## config.mk

```make
export PLATFORM = sky130hd
export DESIGN_NAME = aqa_arbiter
export DESIGN_NICKNAME = d
export VERILOG_FILES = /design/src/core/aqa_pkg.sv /design/src/core/aqa_arbiter.sv
export SDC_FILE = /design/constraint.sdc
export NUM_CORES = 1
export LEC_CHECK = 0
export BUFFER_PORTS_ARGS = -buffer_cell sky130_fd_sc_hd__buf_4
export CAP_MARGIN = 30
export CORE_UTILIZATION = 56
export CTS_BUF_LIST = sky130_fd_sc_hd__clkbuf_8 sky130_fd_sc_hd__clkbuf_16
export CTS_CLUSTER_SIZE = 12
export DETAILED_ROUTE_END_ITERATION = 12
export GPL_TIMING_DRIVEN = 0
export PLACE_DENSITY = 0.8
export SETUP_SLACK_MARGIN = 0.1
export SLEW_MARGIN = 20
export SYNTH_ARGS = -nofsm -noshare
export SYNTH_HDL_FRONTEND = slang
export SYNTH_SLANG_ARGS = --single-unit
```

## constraint.sdc

```tcl
create_clock -name clock -period 5.25 [get_ports clock]
set_clock_uncertainty 0.05 [all_clocks]
set_input_delay 1.3125 -clock clock [delete_from_list [all_inputs] [get_ports clock]]
set_output_delay 1.3125 -clock clock [all_outputs]
set_load 0.02 [all_outputs]
```

## src/core/aqa_pkg.sv

```systemverilog
// Purpose: Shared constants and types for the converter queue arbiter
// Assumes: One 125 MHz clock, registers reached over AXI4-Lite
// Notes: Offsets are byte addresses, one aligned 32-bit word each
package aqa_pkg;

  // ------------------------------------------------------------------
  // Register map and field layout
  // ------------------------------------------------------------------
  localparam logic [7:0] ADDR_CTRL1 = 8'h00;
  localparam logic [7:0] ADDR_CTRL2 = 8'h04;
  localparam logic [7:0] ADDR_STATUS = 8'h08;
  localparam logic [7:0] ADDR_TIMER = 8'h0C;
  localparam int MODE_LSB = 0;
  localparam int GO_BIT = 3;
  localparam int RESUME_BIT = 4;
  localparam int BQ2_LSB = 8;
  localparam int F_CF1 = 0;
  localparam int F_PF1 = 1;
  localparam int F_TOR1 = 2;
  localparam int F_CF2 = 3;
  localparam int F_PF2 = 4;
  localparam int F_TOR2 = 5;
  localparam int QS_LSB = 8;
  localparam int IDX_LSB = 16;

  // ------------------------------------------------------------------
  // Reset values and fixed codes
  // ------------------------------------------------------------------
  localparam logic [2:0] MODE_RST = 3'h0;
  localparam logic [6:0] BQ2_RST = 7'h20;
  localparam logic [15:0] PERIOD_RST = 16'h07CF;
  localparam logic [5:0] END_CHANNEL = 6'h3F;
  localparam logic [6:0] TABLE_END = 7'h40;
  localparam logic [1:0] RESP_OKAY = 2'h0;
  localparam logic [1:0] RESP_SLVERR = 2'h2;

  // Queue operating modes; the timer mode serves the second queue only
  localparam logic [2:0] MODE_OFF = 3'h0;
  localparam logic [2:0] MODE_SW_SINGLE = 3'h1;
  localparam logic [2:0] MODE_EXT_SINGLE = 3'h2;
  localparam logic [2:0] MODE_EXT_CONT = 3'h3;
  localparam logic [2:0] MODE_SW_CONT = 3'h4;
  localparam logic [2:0] MODE_TIMER = 3'h5;

  typedef enum logic [2:0] {
    QST_IDLE = 3'b000,
    QST_PAUSED = 3'b001,
    QST_ACTIVE = 3'b010,
    QST_PENDING = 3'b011,
    QST_SUSP = 3'b100
  } aqa_qst_t;

  typedef enum logic [1:0] {
    SQ_IDLE = 2'b00,
    SQ_FETCH = 2'b01,
    SQ_DECODE = 2'b10,
    SQ_CONV = 2'b11
  } aqa_seq_t;

  // Two bits per queue; suspended shares the active code
  function automatic logic [1:0] qst_code(aqa_qst_t s);
    case (s)
      QST_PAUSED: qst_code = 2'h1;
      QST_ACTIVE: qst_code = 2'h2;
      QST_SUSP: qst_code = 2'h2;
      QST_PENDING: qst_code = 2'h3;
      default: qst_code = 2'h0;
    endcase
  endfunction

endpackage

```

## src/core/aqa_arbiter.sv

```systemverilog
// Purpose: Shares one converter core between two command queues
// Assumes: Command table answers cmd_channel/cmd_pause in the cycle of cmd_index
// Notes: Converter signals conv_done once per started, unaborted conversion
//
// Chosen here: the placing of the registers and register access over AXI4-Lite.
`timescale 1ns/100ps

// Behaviour
// - Idle arbiter starts a triggered queue at once
// - Second queue trigger waits while first runs
// - Extra pending second trigger sets overrun only
// - First trigger aborts and suspends second queue
// - Trigger while suspended sets overrun only
// - Suspended second queue restarts after first stops
// - Restart bit picks first or aborted command
// - Simultaneous triggers: first runs, second pends
// - Pause bit ends a subqueue
// - Each subqueue needs a fresh mode trigger
// - Single or continuous applies to whole queue
// - Subqueue runs in order, resumes after pause
// - No subqueue reruns before queue completes
// - Trigger during execution sets overrun only
// - Continuous queue restarts at first command
// - Pause finishes conversion, flags, then waits
// - First queue: external, software, loop end
// - Second queue adds the periodic timer
// - Completion flag set at queue end
// - Early trigger sets the overrun flag
// - Four-bit code shows both queue states
// - Channel 63 ends queue without conversion
module aqa_arbiter #(
  parameter int ADDR_W = 8
) (
  input wire logic clock,
  input wire logic reset,
  input wire logic [ADDR_W-1:0] s_axi_awaddr,
  input wire logic s_axi_awvalid,
  output logic s_axi_awready,
  input wire logic [31:0] s_axi_wdata,
  input wire logic [3:0] s_axi_wstrb,
  input wire logic s_axi_wvalid,
  output logic s_axi_wready,
  output logic [1:0] s_axi_bresp,
  output logic s_axi_bvalid,
  input wire logic s_axi_bready,
  input wire logic [ADDR_W-1:0] s_axi_araddr,
  input wire logic s_axi_arvalid,
  output logic s_axi_arready,
  output logic [31:0] s_axi_rdata,
  output logic [1:0] s_axi_rresp,
  output logic s_axi_rvalid,
  input wire logic s_axi_rready,
  input wire logic first_queue_trigger,
  input wire logic second_queue_trigger,
  output logic [5:0] cmd_index,
  input wire logic [5:0] cmd_channel,
  input wire logic cmd_pause,
  output logic conv_start,
  output logic [5:0] conv_channel,
  output logic conv_abort,
  input wire logic conv_done,
  output logic [3:0] queue_state_code
);

  // ------------------------------------------------------------------
  // State
  // ------------------------------------------------------------------
  logic [ADDR_W-1:0] aw_addr_reg;
  logic [31:0] wdata_reg;
  logic [3:0] wstrb_reg;
  logic [2:0] mode1_reg, mode2_reg;
  logic resume_reg;
  logic [6:0] bq2_reg;
  logic [15:0] period_reg, timer_reg;
  logic timer_tick_reg;
  logic ext1_prev_reg, ext2_prev_reg;
  logic arm1_reg, arm2_reg;
  logic cf1_reg, pf1_reg, tor1_reg, cf2_reg, pf2_reg, tor2_reg;
  aqa_pkg::aqa_qst_t st1_reg, st2_reg;
  aqa_pkg::aqa_seq_t seq_reg;
  logic owner_reg;
  logic [6:0] ptr1_reg, ptr2_reg;
  logic wr_go, go1, go2, trig1, trig2;
  logic [5:0] clr;
  logic [6:0] cur_ptr, nxt_ptr;
  logic at_end, nxt_end, preempt, finish, pausing;

  // ------------------------------------------------------------------
  // AXI4-Lite slave
  // ------------------------------------------------------------------
  // Write fires once address and data are both held and no answer is out
  assign wr_go = !s_axi_awready && !s_axi_wready && !s_axi_bvalid;
  assign go1 = wr_go && aw_addr_reg == aqa_pkg::ADDR_CTRL1 && wstrb_reg[0]
    && wdata_reg[aqa_pkg::GO_BIT];
  assign go2 = wr_go && aw_addr_reg == aqa_pkg::ADDR_CTRL2 && wstrb_reg[0]
    && wdata_reg[aqa_pkg::GO_BIT];
  // Write-one-to-clear of the sticky flags
  assign clr = (wr_go && aw_addr_reg == aqa_pkg::ADDR_STATUS && wstrb_reg[0])
    ? wdata_reg[5:0] : 6'h00;

  // Write channels are taken in either order and released together once the answer is taken
  always_ff @(posedge clock) begin
    if (reset) begin
      s_axi_awready <= 1'b1;
      s_axi_wready <= 1'b1;
      s_axi_bvalid <= 1'b0;
      s_axi_bresp <= aqa_pkg::RESP_OKAY;
      aw_addr_reg <= '0;
      wdata_reg <= 32'h0000_0000;
      wstrb_reg <= 4'h0;
    end else begin
      if (s_axi_awvalid && s_axi_awready) begin
        aw_addr_reg <= s_axi_awaddr;
        s_axi_awready <= 1'b0;
      end
      if (s_axi_wvalid && s_axi_wready) begin
        wdata_reg <= s_axi_wdata;
        wstrb_reg <= s_axi_wstrb;
        s_axi_wready <= 1'b0;
      end
      if (wr_go) begin
        s_axi_bvalid <= 1'b1;
        s_axi_bresp <= (aw_addr_reg > aqa_pkg::ADDR_TIMER || aw_addr_reg[1:0] != 2'h0)
          ? aqa_pkg::RESP_SLVERR : aqa_pkg::RESP_OKAY;
      end else if (s_axi_bvalid && s_axi_bready) begin
        s_axi_bvalid <= 1'b0;
        s_axi_awready <= 1'b1;
        s_axi_wready <= 1'b1;
      end
    end
  end

  // Control fields; byte lanes honoured where a field lives
  always_ff @(posedge clock) begin
    if (reset) begin
      mode1_reg <= aqa_pkg::MODE_RST;
      mode2_reg <= aqa_pkg::MODE_RST;
      resume_reg <= 1'b0;
      bq2_reg <= aqa_pkg::BQ2_RST;
      period_reg <= aqa_pkg::PERIOD_RST;
    end else if (wr_go) begin
      if (aw_addr_reg == aqa_pkg::ADDR_CTRL1 && wstrb_reg[0]) begin
        mode1_reg <= wdata_reg[aqa_pkg::MODE_LSB +: 3];
      end
      if (aw_addr_reg == aqa_pkg::ADDR_CTRL2) begin
        if (wstrb_reg[0]) begin
          mode2_reg <= wdata_reg[aqa_pkg::MODE_LSB +: 3];
          resume_reg <= wdata_reg[aqa_pkg::RESUME_BIT];
        end
        if (wstrb_reg[1]) begin
          bq2_reg <= wdata_reg[aqa_pkg::BQ2_LSB +: 7];
        end
      end
      if (aw_addr_reg == aqa_pkg::ADDR_TIMER) begin
        if (wstrb_reg[0]) begin
          period_reg[7:0] <= wdata_reg[7:0];
        end
        if (wstrb_reg[1]) begin
          period_reg[15:8] <= wdata_reg[15:8];
        end
      end
    end
  end

  // Read answer one cycle after the address is taken
  always_ff @(posedge clock) begin
    if (reset) begin
      s_axi_arready <= 1'b1;
      s_axi_rvalid <= 1'b0;
      s_axi_rdata <= 32'h0000_0000;
      s_axi_rresp <= aqa_pkg::RESP_OKAY;
    end else if (s_axi_arvalid && s_axi_arready) begin
      s_axi_arready <= 1'b0;
      s_axi_rvalid <= 1'b1;
      s_axi_rresp <= aqa_pkg::RESP_OKAY;
      s_axi_rdata <= 32'h0000_0000;
      case (s_axi_araddr)
        aqa_pkg::ADDR_CTRL1: s_axi_rdata[2:0] <= mode1_reg;
        aqa_pkg::ADDR_CTRL2: s_axi_rdata <= {17'h0, bq2_reg, 3'h0, resume_reg, 1'b0, mode2_reg};
        aqa_pkg::ADDR_STATUS: s_axi_rdata <= {10'h000, cmd_index, 4'h0, queue_state_code,
          2'h0, tor2_reg, pf2_reg, cf2_reg, tor1_reg, pf1_reg, cf1_reg};
        aqa_pkg::ADDR_TIMER: s_axi_rdata[15:0] <= period_reg;
        default: s_axi_rresp <= aqa_pkg::RESP_SLVERR;
      endcase
    end else if (s_axi_rvalid && s_axi_rready) begin
      s_axi_rvalid <= 1'b0;
      s_axi_arready <= 1'b1;
    end
  end

  // ------------------------------------------------------------------
  // Trigger sources
  // ------------------------------------------------------------------
  // Periodic timer runs only in timer mode so the first period is whole
  always_ff @(posedge clock) begin
    if (reset) begin
      timer_reg <= aqa_pkg::PERIOD_RST;
      timer_tick_reg <= 1'b0;
      ext1_prev_reg <= 1'b0;
      ext2_prev_reg <= 1'b0;
    end else begin
      ext1_prev_reg <= first_queue_trigger;
      ext2_prev_reg <= second_queue_trigger;
      timer_tick_reg <= 1'b0;
      if (mode2_reg != aqa_pkg::MODE_TIMER || timer_reg == 16'h0000) begin
        timer_reg <= period_reg;
        timer_tick_reg <= mode2_reg == aqa_pkg::MODE_TIMER;
      end else begin
        timer_reg <= timer_reg - 16'h0001;
      end
    end
  end

  // Each subqueue start needs a new event of the queue's own mode
  always_comb begin
    // A go bit acts with the mode written in the same word
    trig1 = (go1 && (wdata_reg[aqa_pkg::MODE_LSB +: 3] == aqa_pkg::MODE_SW_SINGLE
      || wdata_reg[aqa_pkg::MODE_LSB +: 3] == aqa_pkg::MODE_SW_CONT))
      || (first_queue_trigger && !ext1_prev_reg
      && ((mode1_reg == aqa_pkg::MODE_EXT_SINGLE && arm1_reg)
      || mode1_reg == aqa_pkg::MODE_EXT_CONT));
    trig2 = (go2 && (wdata_reg[aqa_pkg::MODE_LSB +: 3] == aqa_pkg::MODE_SW_SINGLE
      || wdata_reg[aqa_pkg::MODE_LSB +: 3] == aqa_pkg::MODE_SW_CONT))
      || (second_queue_trigger && !ext2_prev_reg
      && ((mode2_reg == aqa_pkg::MODE_EXT_SINGLE && arm2_reg)
      || mode2_reg == aqa_pkg::MODE_EXT_CONT))
      || timer_tick_reg;
  end

  // ------------------------------------------------------------------
  // Sequencer
  // ------------------------------------------------------------------
  // Queue one spans up to the second queue's start, queue two to the table end
  always_comb begin
    cur_ptr = owner_reg ? ptr2_reg : ptr1_reg;
    nxt_ptr = cur_ptr + 7'h01;
    at_end = owner_reg ? cur_ptr >= aqa_pkg::TABLE_END
      : (cur_ptr >= bq2_reg || cur_ptr >= aqa_pkg::TABLE_END);
    nxt_end = owner_reg ? nxt_ptr >= aqa_pkg::TABLE_END
      : (nxt_ptr >= bq2_reg || nxt_ptr >= aqa_pkg::TABLE_END);
    preempt = owner_reg && seq_reg != aqa_pkg::SQ_IDLE
      && st1_reg == aqa_pkg::QST_PENDING;
    finish = (seq_reg == aqa_pkg::SQ_FETCH && at_end)
      || (seq_reg == aqa_pkg::SQ_DECODE && cmd_channel == aqa_pkg::END_CHANNEL)
      || (seq_reg == aqa_pkg::SQ_CONV && conv_done && nxt_end);
    pausing = seq_reg == aqa_pkg::SQ_CONV && conv_done && cmd_pause;
  end

  // Flag clears come first so a same-cycle set wins
  always_ff @(posedge clock) begin
    if (reset) begin
      seq_reg <= aqa_pkg::SQ_IDLE;
      owner_reg <= 1'b0;
      st1_reg <= aqa_pkg::QST_IDLE;
      st2_reg <= aqa_pkg::QST_IDLE;
      ptr1_reg <= 7'h00;
      ptr2_reg <= aqa_pkg::BQ2_RST;
      {tor2_reg, pf2_reg, cf2_reg, tor1_reg, pf1_reg, cf1_reg} <= 6'h00;
      arm1_reg <= 1'b0;
      arm2_reg <= 1'b0;
      cmd_index <= 6'h00;
      conv_start <= 1'b0;
      conv_abort <= 1'b0;
      conv_channel <= 6'h00;
    end else begin
      conv_start <= 1'b0;
      conv_abort <= 1'b0;
      {tor2_reg, pf2_reg, cf2_reg, tor1_reg, pf1_reg, cf1_reg} <=
        {tor2_reg, pf2_reg, cf2_reg, tor1_reg, pf1_reg, cf1_reg} & ~clr;
      if (trig1) begin
        if (st1_reg == aqa_pkg::QST_ACTIVE || st1_reg == aqa_pkg::QST_PENDING) begin
          tor1_reg <= 1'b1;
        end else begin
          st1_reg <= aqa_pkg::QST_PENDING;
        end
      end
      if (trig2) begin
        if (st2_reg == aqa_pkg::QST_IDLE || st2_reg == aqa_pkg::QST_PAUSED) begin
          st2_reg <= aqa_pkg::QST_PENDING;
        end else begin
          tor2_reg <= 1'b1;
        end
      end
      if (preempt) begin
        // Abort, not finish, keeps first-queue latency fixed
        conv_abort <= seq_reg == aqa_pkg::SQ_CONV;
        st2_reg <= aqa_pkg::QST_SUSP;
        st1_reg <= aqa_pkg::QST_ACTIVE;
        owner_reg <= 1'b0;
        seq_reg <= aqa_pkg::SQ_FETCH;
      end else if (finish) begin
        // Loop end re-triggers only the software continuous mode
        seq_reg <= aqa_pkg::SQ_IDLE;
        if (owner_reg) begin
          cf2_reg <= 1'b1;
          if (pausing) begin
            pf2_reg <= 1'b1;
          end
          ptr2_reg <= bq2_reg;
          st2_reg <= mode2_reg == aqa_pkg::MODE_SW_CONT
            ? aqa_pkg::QST_PENDING : aqa_pkg::QST_IDLE;
          arm2_reg <= 1'b0;
        end else begin
          cf1_reg <= 1'b1;
          if (pausing) begin
            pf1_reg <= 1'b1;
          end
          ptr1_reg <= 7'h00;
          st1_reg <= mode1_reg == aqa_pkg::MODE_SW_CONT
            ? aqa_pkg::QST_PENDING : aqa_pkg::QST_IDLE;
          arm1_reg <= 1'b0;
        end
      end else if (pausing) begin
        seq_reg <= aqa_pkg::SQ_IDLE;
        if (owner_reg) begin
          pf2_reg <= 1'b1;
          ptr2_reg <= nxt_ptr;
          st2_reg <= aqa_pkg::QST_PAUSED;
        end else begin
          pf1_reg <= 1'b1;
          ptr1_reg <= nxt_ptr;
          st1_reg <= aqa_pkg::QST_PAUSED;
        end
      end else begin
        case (seq_reg)
          aqa_pkg::SQ_IDLE: begin
            if (st1_reg == aqa_pkg::QST_PENDING) begin
              owner_reg <= 1'b0;
              st1_reg <= aqa_pkg::QST_ACTIVE;
              seq_reg <= aqa_pkg::SQ_FETCH;
            end else if (st2_reg == aqa_pkg::QST_PENDING || st2_reg == aqa_pkg::QST_SUSP) begin
              owner_reg <= 1'b1;
              st2_reg <= aqa_pkg::QST_ACTIVE;
              seq_reg <= aqa_pkg::SQ_FETCH;
              if (st2_reg == aqa_pkg::QST_SUSP && !resume_reg) begin
                ptr2_reg <= bq2_reg;
              end
            end
          end
          aqa_pkg::SQ_FETCH: begin
            cmd_index <= cur_ptr[5:0];
            seq_reg <= aqa_pkg::SQ_DECODE;
          end
          aqa_pkg::SQ_DECODE: begin
            conv_start <= 1'b1;
            conv_channel <= cmd_channel;
            seq_reg <= aqa_pkg::SQ_CONV;
          end
          aqa_pkg::SQ_CONV: begin
            if (conv_done) begin
              seq_reg <= aqa_pkg::SQ_FETCH;
              if (owner_reg) begin
                ptr2_reg <= nxt_ptr;
              end else begin
                ptr1_reg <= nxt_ptr;
              end
            end
          end
          default: seq_reg <= aqa_pkg::SQ_IDLE;
        endcase
      end
      if (go1) begin
        arm1_reg <= 1'b1;
      end
      if (go2) begin
        arm2_reg <= 1'b1;
      end
    end
  end

  // Status code lags the queue states by one cycle
  always_ff @(posedge clock) begin
    if (reset) begin
      queue_state_code <= 4'h0;
    end else begin
      queue_state_code <= {aqa_pkg::qst_code(st1_reg), aqa_pkg::qst_code(st2_reg)};
    end
  end
endmodule

```

; ---- Yosys cells after proc, flatten, opt, wreduce, memory -nomap -nowiden
; Index checks and enable logic that the tools add are counted.
[op_classes]
bitwise = 6
reduce_logical = 90
eq_ne = 41
n_addsub = 2
mux = 100
magnitude_cmp = 5
[ops]
columns = op, count
row1 = two-way mux 7 bit, 15
row2 = two-way mux 3 bit, 18
row3 = two-way mux 1 bit, 50
row4 = case mux 13 bit (3 select lines), 1
row5 = "equality test 8 x 4 -> 1 bit, second input constant", 4
row6 = logical AND 1 bit, 32
row7 = "equality test 3 x 2 -> 1 bit, second input constant", 8
row8 = "equality test 3 bit, second input constant", 6
row9 = AND reduction 3 bit, 6
row10 = "equality test 8 x 3 -> 1 bit, second input constant", 2
row11 = zero test 16 bit, 1
row12 = zero test 8 bit, 2
row13 = two-way mux 16 bit, 1
row14 = two-way mux 2 bit, 8
row15 = "!= test 4 bit, second input constant", 4
row16 = AND reduction 4 bit, 4
row17 = nonzero test 2 bit, 8
row18 = "subtractor 16 x 1 -> 16 bit, second input constant", 1
row19 = logical OR 1 bit, 15
row20 = >= comparator 7 bit, 2
row21 = ">= comparator 7 bit, second input constant", 2
row22 = case mux 7 bit (2 select lines), 1
row23 = two-way mux 6 bit, 2
row24 = case mux 2 bit (3 select lines), 2
row25 = other kinds (25), 49
[word_totals]
output_inout_bits = 59
ff_bits = 165
wordCells = 287

; ---- Depth between registers and ports, before layout
[depth]
depth_word = 16
depth_mapped = 17
depth_no_buf = 15

; ---- Least setup slack after synthesis
; No wires, ideal clock.
[synth_path]
path_kind = register -> register
start = register owner_reg
end = register cmd_index[3]
path_slack_ps = 1586
arrival_time_ps = 3486
t_required_ps = 5072
path_stages_with_launch = 18
setup_ps = 128
path_cell_list = dfxtp_1 > buf_6 > mux2i_1 > inv_1 > ha_1 > nand4b_1 > a22oi_2 > xnor2_1 > inv_1 > ha_1 > a21oi_1 > o21ai_0 > o21bai_1 > a211o_1 > buf_6 > nor3_4 > mux2i_1 > nor2_1
[synth_via]
elab_chain_len = 9
[synth_lines]
columns = item, line
row1 = start: declaration, aqa_arbiter.sv:81  ; logic owner_reg;
row2 = start signal: assignment, aqa_arbiter.sv:253  ; owner_reg <= 1'b0;
row3 = start signal: assignment, aqa_arbiter.sv:289  ; owner_reg <= 1'b0;
row4 = start signal: assignment, aqa_arbiter.sv:328  ; owner_reg <= 1'b0;
row5 = two-way mux 7 bit (*), aqa_arbiter.sv:235  ; cur_ptr = owner_reg ? ptr2_reg : ptr1_reg;
row6 = via cur_ptr[0], aqa_arbiter.sv:85  ; logic [6:0] cur_ptr, nxt_ptr;
row7 = "adder 7 x 1 -> 7 bit, or another cell as far along", aqa_arbiter.sv:236  ; nxt_ptr = cur_ptr + 7'h01;
row8 = ">= comparator 7 bit, or another cell as far along", aqa_arbiter.sv:240  ; : (nxt_ptr >= bq2_reg || nxt_ptr >= aqa_pkg::TABLE_END);
row9 = logical OR 1 bit / two-way mux 1 bit (equally long branches), "aqa_arbiter.sv:240, aqa_arbiter.sv:237"
row10 = two-way mux 1 bit / logical AND 1 bit (equally long branches), "aqa_arbiter.sv:239, aqa_arbiter.sv:243"
row11 = logical AND 1 bit / logical OR 1 bit (equally long branches), "aqa_arbiter.sv:245, aqa_arbiter.sv:244"
row12 = logical OR 1 bit (*), aqa_arbiter.sv:245  ; || (seq_reg == aqa_pkg::SQ_CONV && conv_done && nxt_end);
row13 = NOT 1 bit (no source line) (*), --
row14 = AND reduction 4 bit (no source line) (*), --
row15 = end signal: assignment, aqa_arbiter.sv:341  ; cmd_index <= cur_ptr[5:0];
row16 = end: declaration, aqa_arbiter.sv:55  ; output logic [5:0] cmd_index,
; Mark *: on every way through the listed nets, which the timed path passes. The rest lies on a longest branch.
; A chain may end at the register's enable or synchronous reset.

; ---- Worst setup path in the final report
[layout_path]
start = register owner_reg
end = register cmd_index[4]
; Same word-level chain as after synthesis.

==> impl_metrics.ini <==
[status]
status = completed

[cells_and_area]
final_cell_area_um2 = 8850
area_growth_pct = 20.8
largest_reg_flops = 22
layout.nets = 1042
final_common_cell = dfxtp_1
drive_gt1_share_pct = 19.4
n_antenna_cell = 0
mostFrequentLayoutCells = dfxtp_1 (153), nor2_1 (114), buf_4 (107)
largest-register = s_axi_rdata

[critical_path]
cp_max_fo = 10
r2r-end = cmd_index[4]
critical_path_class = flop to flop
r2r-start = owner_reg
cp_data_arrival_time_ps = 4990
end_kind = flop
required_ps = 5500
rrSetupSlack_ps = 510
rr_worst_depth = 17
critPathCapture = cmd_index[4]
critical_path.startpoint = owner_reg
critPathLaunchType = flop

[yosys]
synth-edff-count = 0
synthArstFlopShare_pct = 0
synth_cells = 826
synthAdderAreaFrac_pct = 3.76
ys_seq_area_share_pct = 41.8
syn_area_um2 = 7330
muxShareOfSynthArea_pct = 7.68
synth_xor_area_share_pct = 2.51
synth_flop_cell = dfxtp_1
syn_avg_cell_area_um2 = 8.87
synth_top_family_by_area = simple AND/OR/NAND/NOR gates
ys_types = 79
synth-simple-area-share_pct = 21.0
ys_ff_latch = 153
synth_compound_area_share_pct = 18.0
synth_warnings = 0

[sta]
setup_ws_ps = 507
rsz0062_at_grt = false
tightest_slew_ps = 760
finalSetupViolCount = 0
fin_crit_ps = 4740
max_freq_ghz = 0.211
whs_ps = 409
slew_viol_final = 0
tns_ps = 0
final.period_utilization_pct = 90.3
relSlewSlack_pct = 48.9
hold_viol_final = 0

[grt]
grt_start_max_net_pins = 17
globalRouteMet1Util_pct = 40.1
antenna_found_initial = 0
met2_usage_pct = 48.2
met3_usage_pct = 5.40
grt_usage_pct = 30.0
overflow = 0
grt_pass1_vias = 5994
top_usage_layer = met2
grt_pass1_wl_um = 30600

[clock_network]
clock-sinks = 153
post_cts_buffers = 0
ctsHoldBuffers = 0
numCtsBuffers = 17
cts_root_buffer = clkbuf_16
clk_pin_slew_worst_paths_ps = 70
cts_tree = built
cts_resized = 0
htreeDepth = 4
clk_path_buf_depth = 2
clock_latency_ps = 440

[power_and_ir_drop]
total_power_uw = 2640
p_leak_uw = 0.00344
p_per_area_nw_per_um2 = 298
ir_drop_uv = 239

[drt]
vias = 6512
drc = 0
drt_first_pass_iters = 5
drtIter0Drc = 594
ant_nets = 0
avgViaCountPerCell = 5.73
wl_per_cell_um = 17.1
drt_wl_total_um = 19400

[placed_design]
gp_congestion = 0.903
place_hpwl_um = 14100
place_area_um2 = 8290
dpl_worst_slack_ps = 687
io_buffer_count = 94

[floorplan]
start_util_pct = 57.8
rows = 41
fp.dieH_um = 116
coreArea_um2 = 12700
dieArea_um2 = 13500
die_width_um = 116
pin_count = 128

[hold_path]
hp-class = flop to flop

[job]
max-cap-violations = 0
[power breakdown]
group	switching (uW)	internal, uW	leakage (uW)	total (uW)
clock network	529	626	0.000258	1150
registers	25.3	1190	0.00124	1210
logic	161	112	0.00195	273
[critical path, stage by stage (launching register included)]
cell	delay, ps
dfxtp_1	400
buf_6	180
mux2i_1	610
inv_1	160
ha_1	310
nand4_2	170
a22oi_2	140
xnor2_1	360
inv_1	110
ha_1	320
a21oi_1	140
o21ai_0	110
o21bai_1	220
a211o_1	350
buf_6	180
nor3_4	460
mux2i_1	260
nor2_1	70
[area by class of cell]
class                   instances  area, um2
clock inverters                14        115
repair buffers                 95        711
multi-input cells             600       3920
flip-flops and latches        153       3060
plain buffers                  53        269
inverters                      31        116
well taps                     172        215
fillers                      1011       3820
clock buffers                  18        439
[cell usage after synthesis (all sizes together), types with 4 or more instances]
cell type	instances	area, um2
mux2	9	105
o21ai	18	93.8
a211o	19	166
nor2b	17	106
a211oi	11	82.6
nor2	116	445
xor2	8	70.1
buf	22	153
nor4	8	90.1
o32ai	5	43.8
nand2	88	330
dfxtp	153	3060
xnor2	13	114
a22oi	24	185
a21oi	60	300
nor3	20	149
clkbuf	31	116
nand3	18	95.1
a32oi	9	78.8
o21a	4	30.0
o211a	4	40.0
mux2i	39	390
a22o	5	43.8
nand2b	8	50.1
inv	31	116
ha	22	275
nand4	8	62.6
[how the worst min path moves through the flow]
| stage | end | startpoint | depth (start not counted) | slack [ps] |
|---|---|---|---|---|
| CTS | wdata_reg[7] | wdata_reg[7] | 2 | 410 |
| global route | cf2_reg | cf2_reg | 2 | 420 |
| detailed placement | wdata_reg[7] | wdata_reg[7] | 2 | 400 |
| finish | wdata_reg[7] | wdata_reg[7] | 2 | 410 |
| floorplan | period_reg[6] | wdata_reg[6] | 1 | 390 |
| global placement | cf2_reg | cf2_reg | 2 | 390 |
[cells by family after synthesis]
| kind of cell | Yosys count |
|---|---|
| other | 1 |
| AOI/OAI and AO/OA | 186 |
| adders and majority gates | 22 |
| and+or+nand+nor | 308 |
| DFF | 153 |
| muxes | 51 |
| buffers and inverters | 84 |
| xor gates and xnor gates | 21 |
[per-stage QoR]
stage,cells,util (%)
2_1_floorplan,837,-
3_3_place_gp,1103,65.4
3_5_place_dp,1103,65.4
4_1_cts,1135,69.8
5_1_grt,1136,69.8
6_report,1136,69.8
[layer usage]
metal | share of wire [%] | vias to the layer above
met2 | 46 | 246
met5 | 0 | -
met4 | 2.5 | 0
met3 | 6.2 | 37
li1 | - | 3166
met1 | 46 | 3063
No activity file was read; power rests on OpenSTA's default activity.
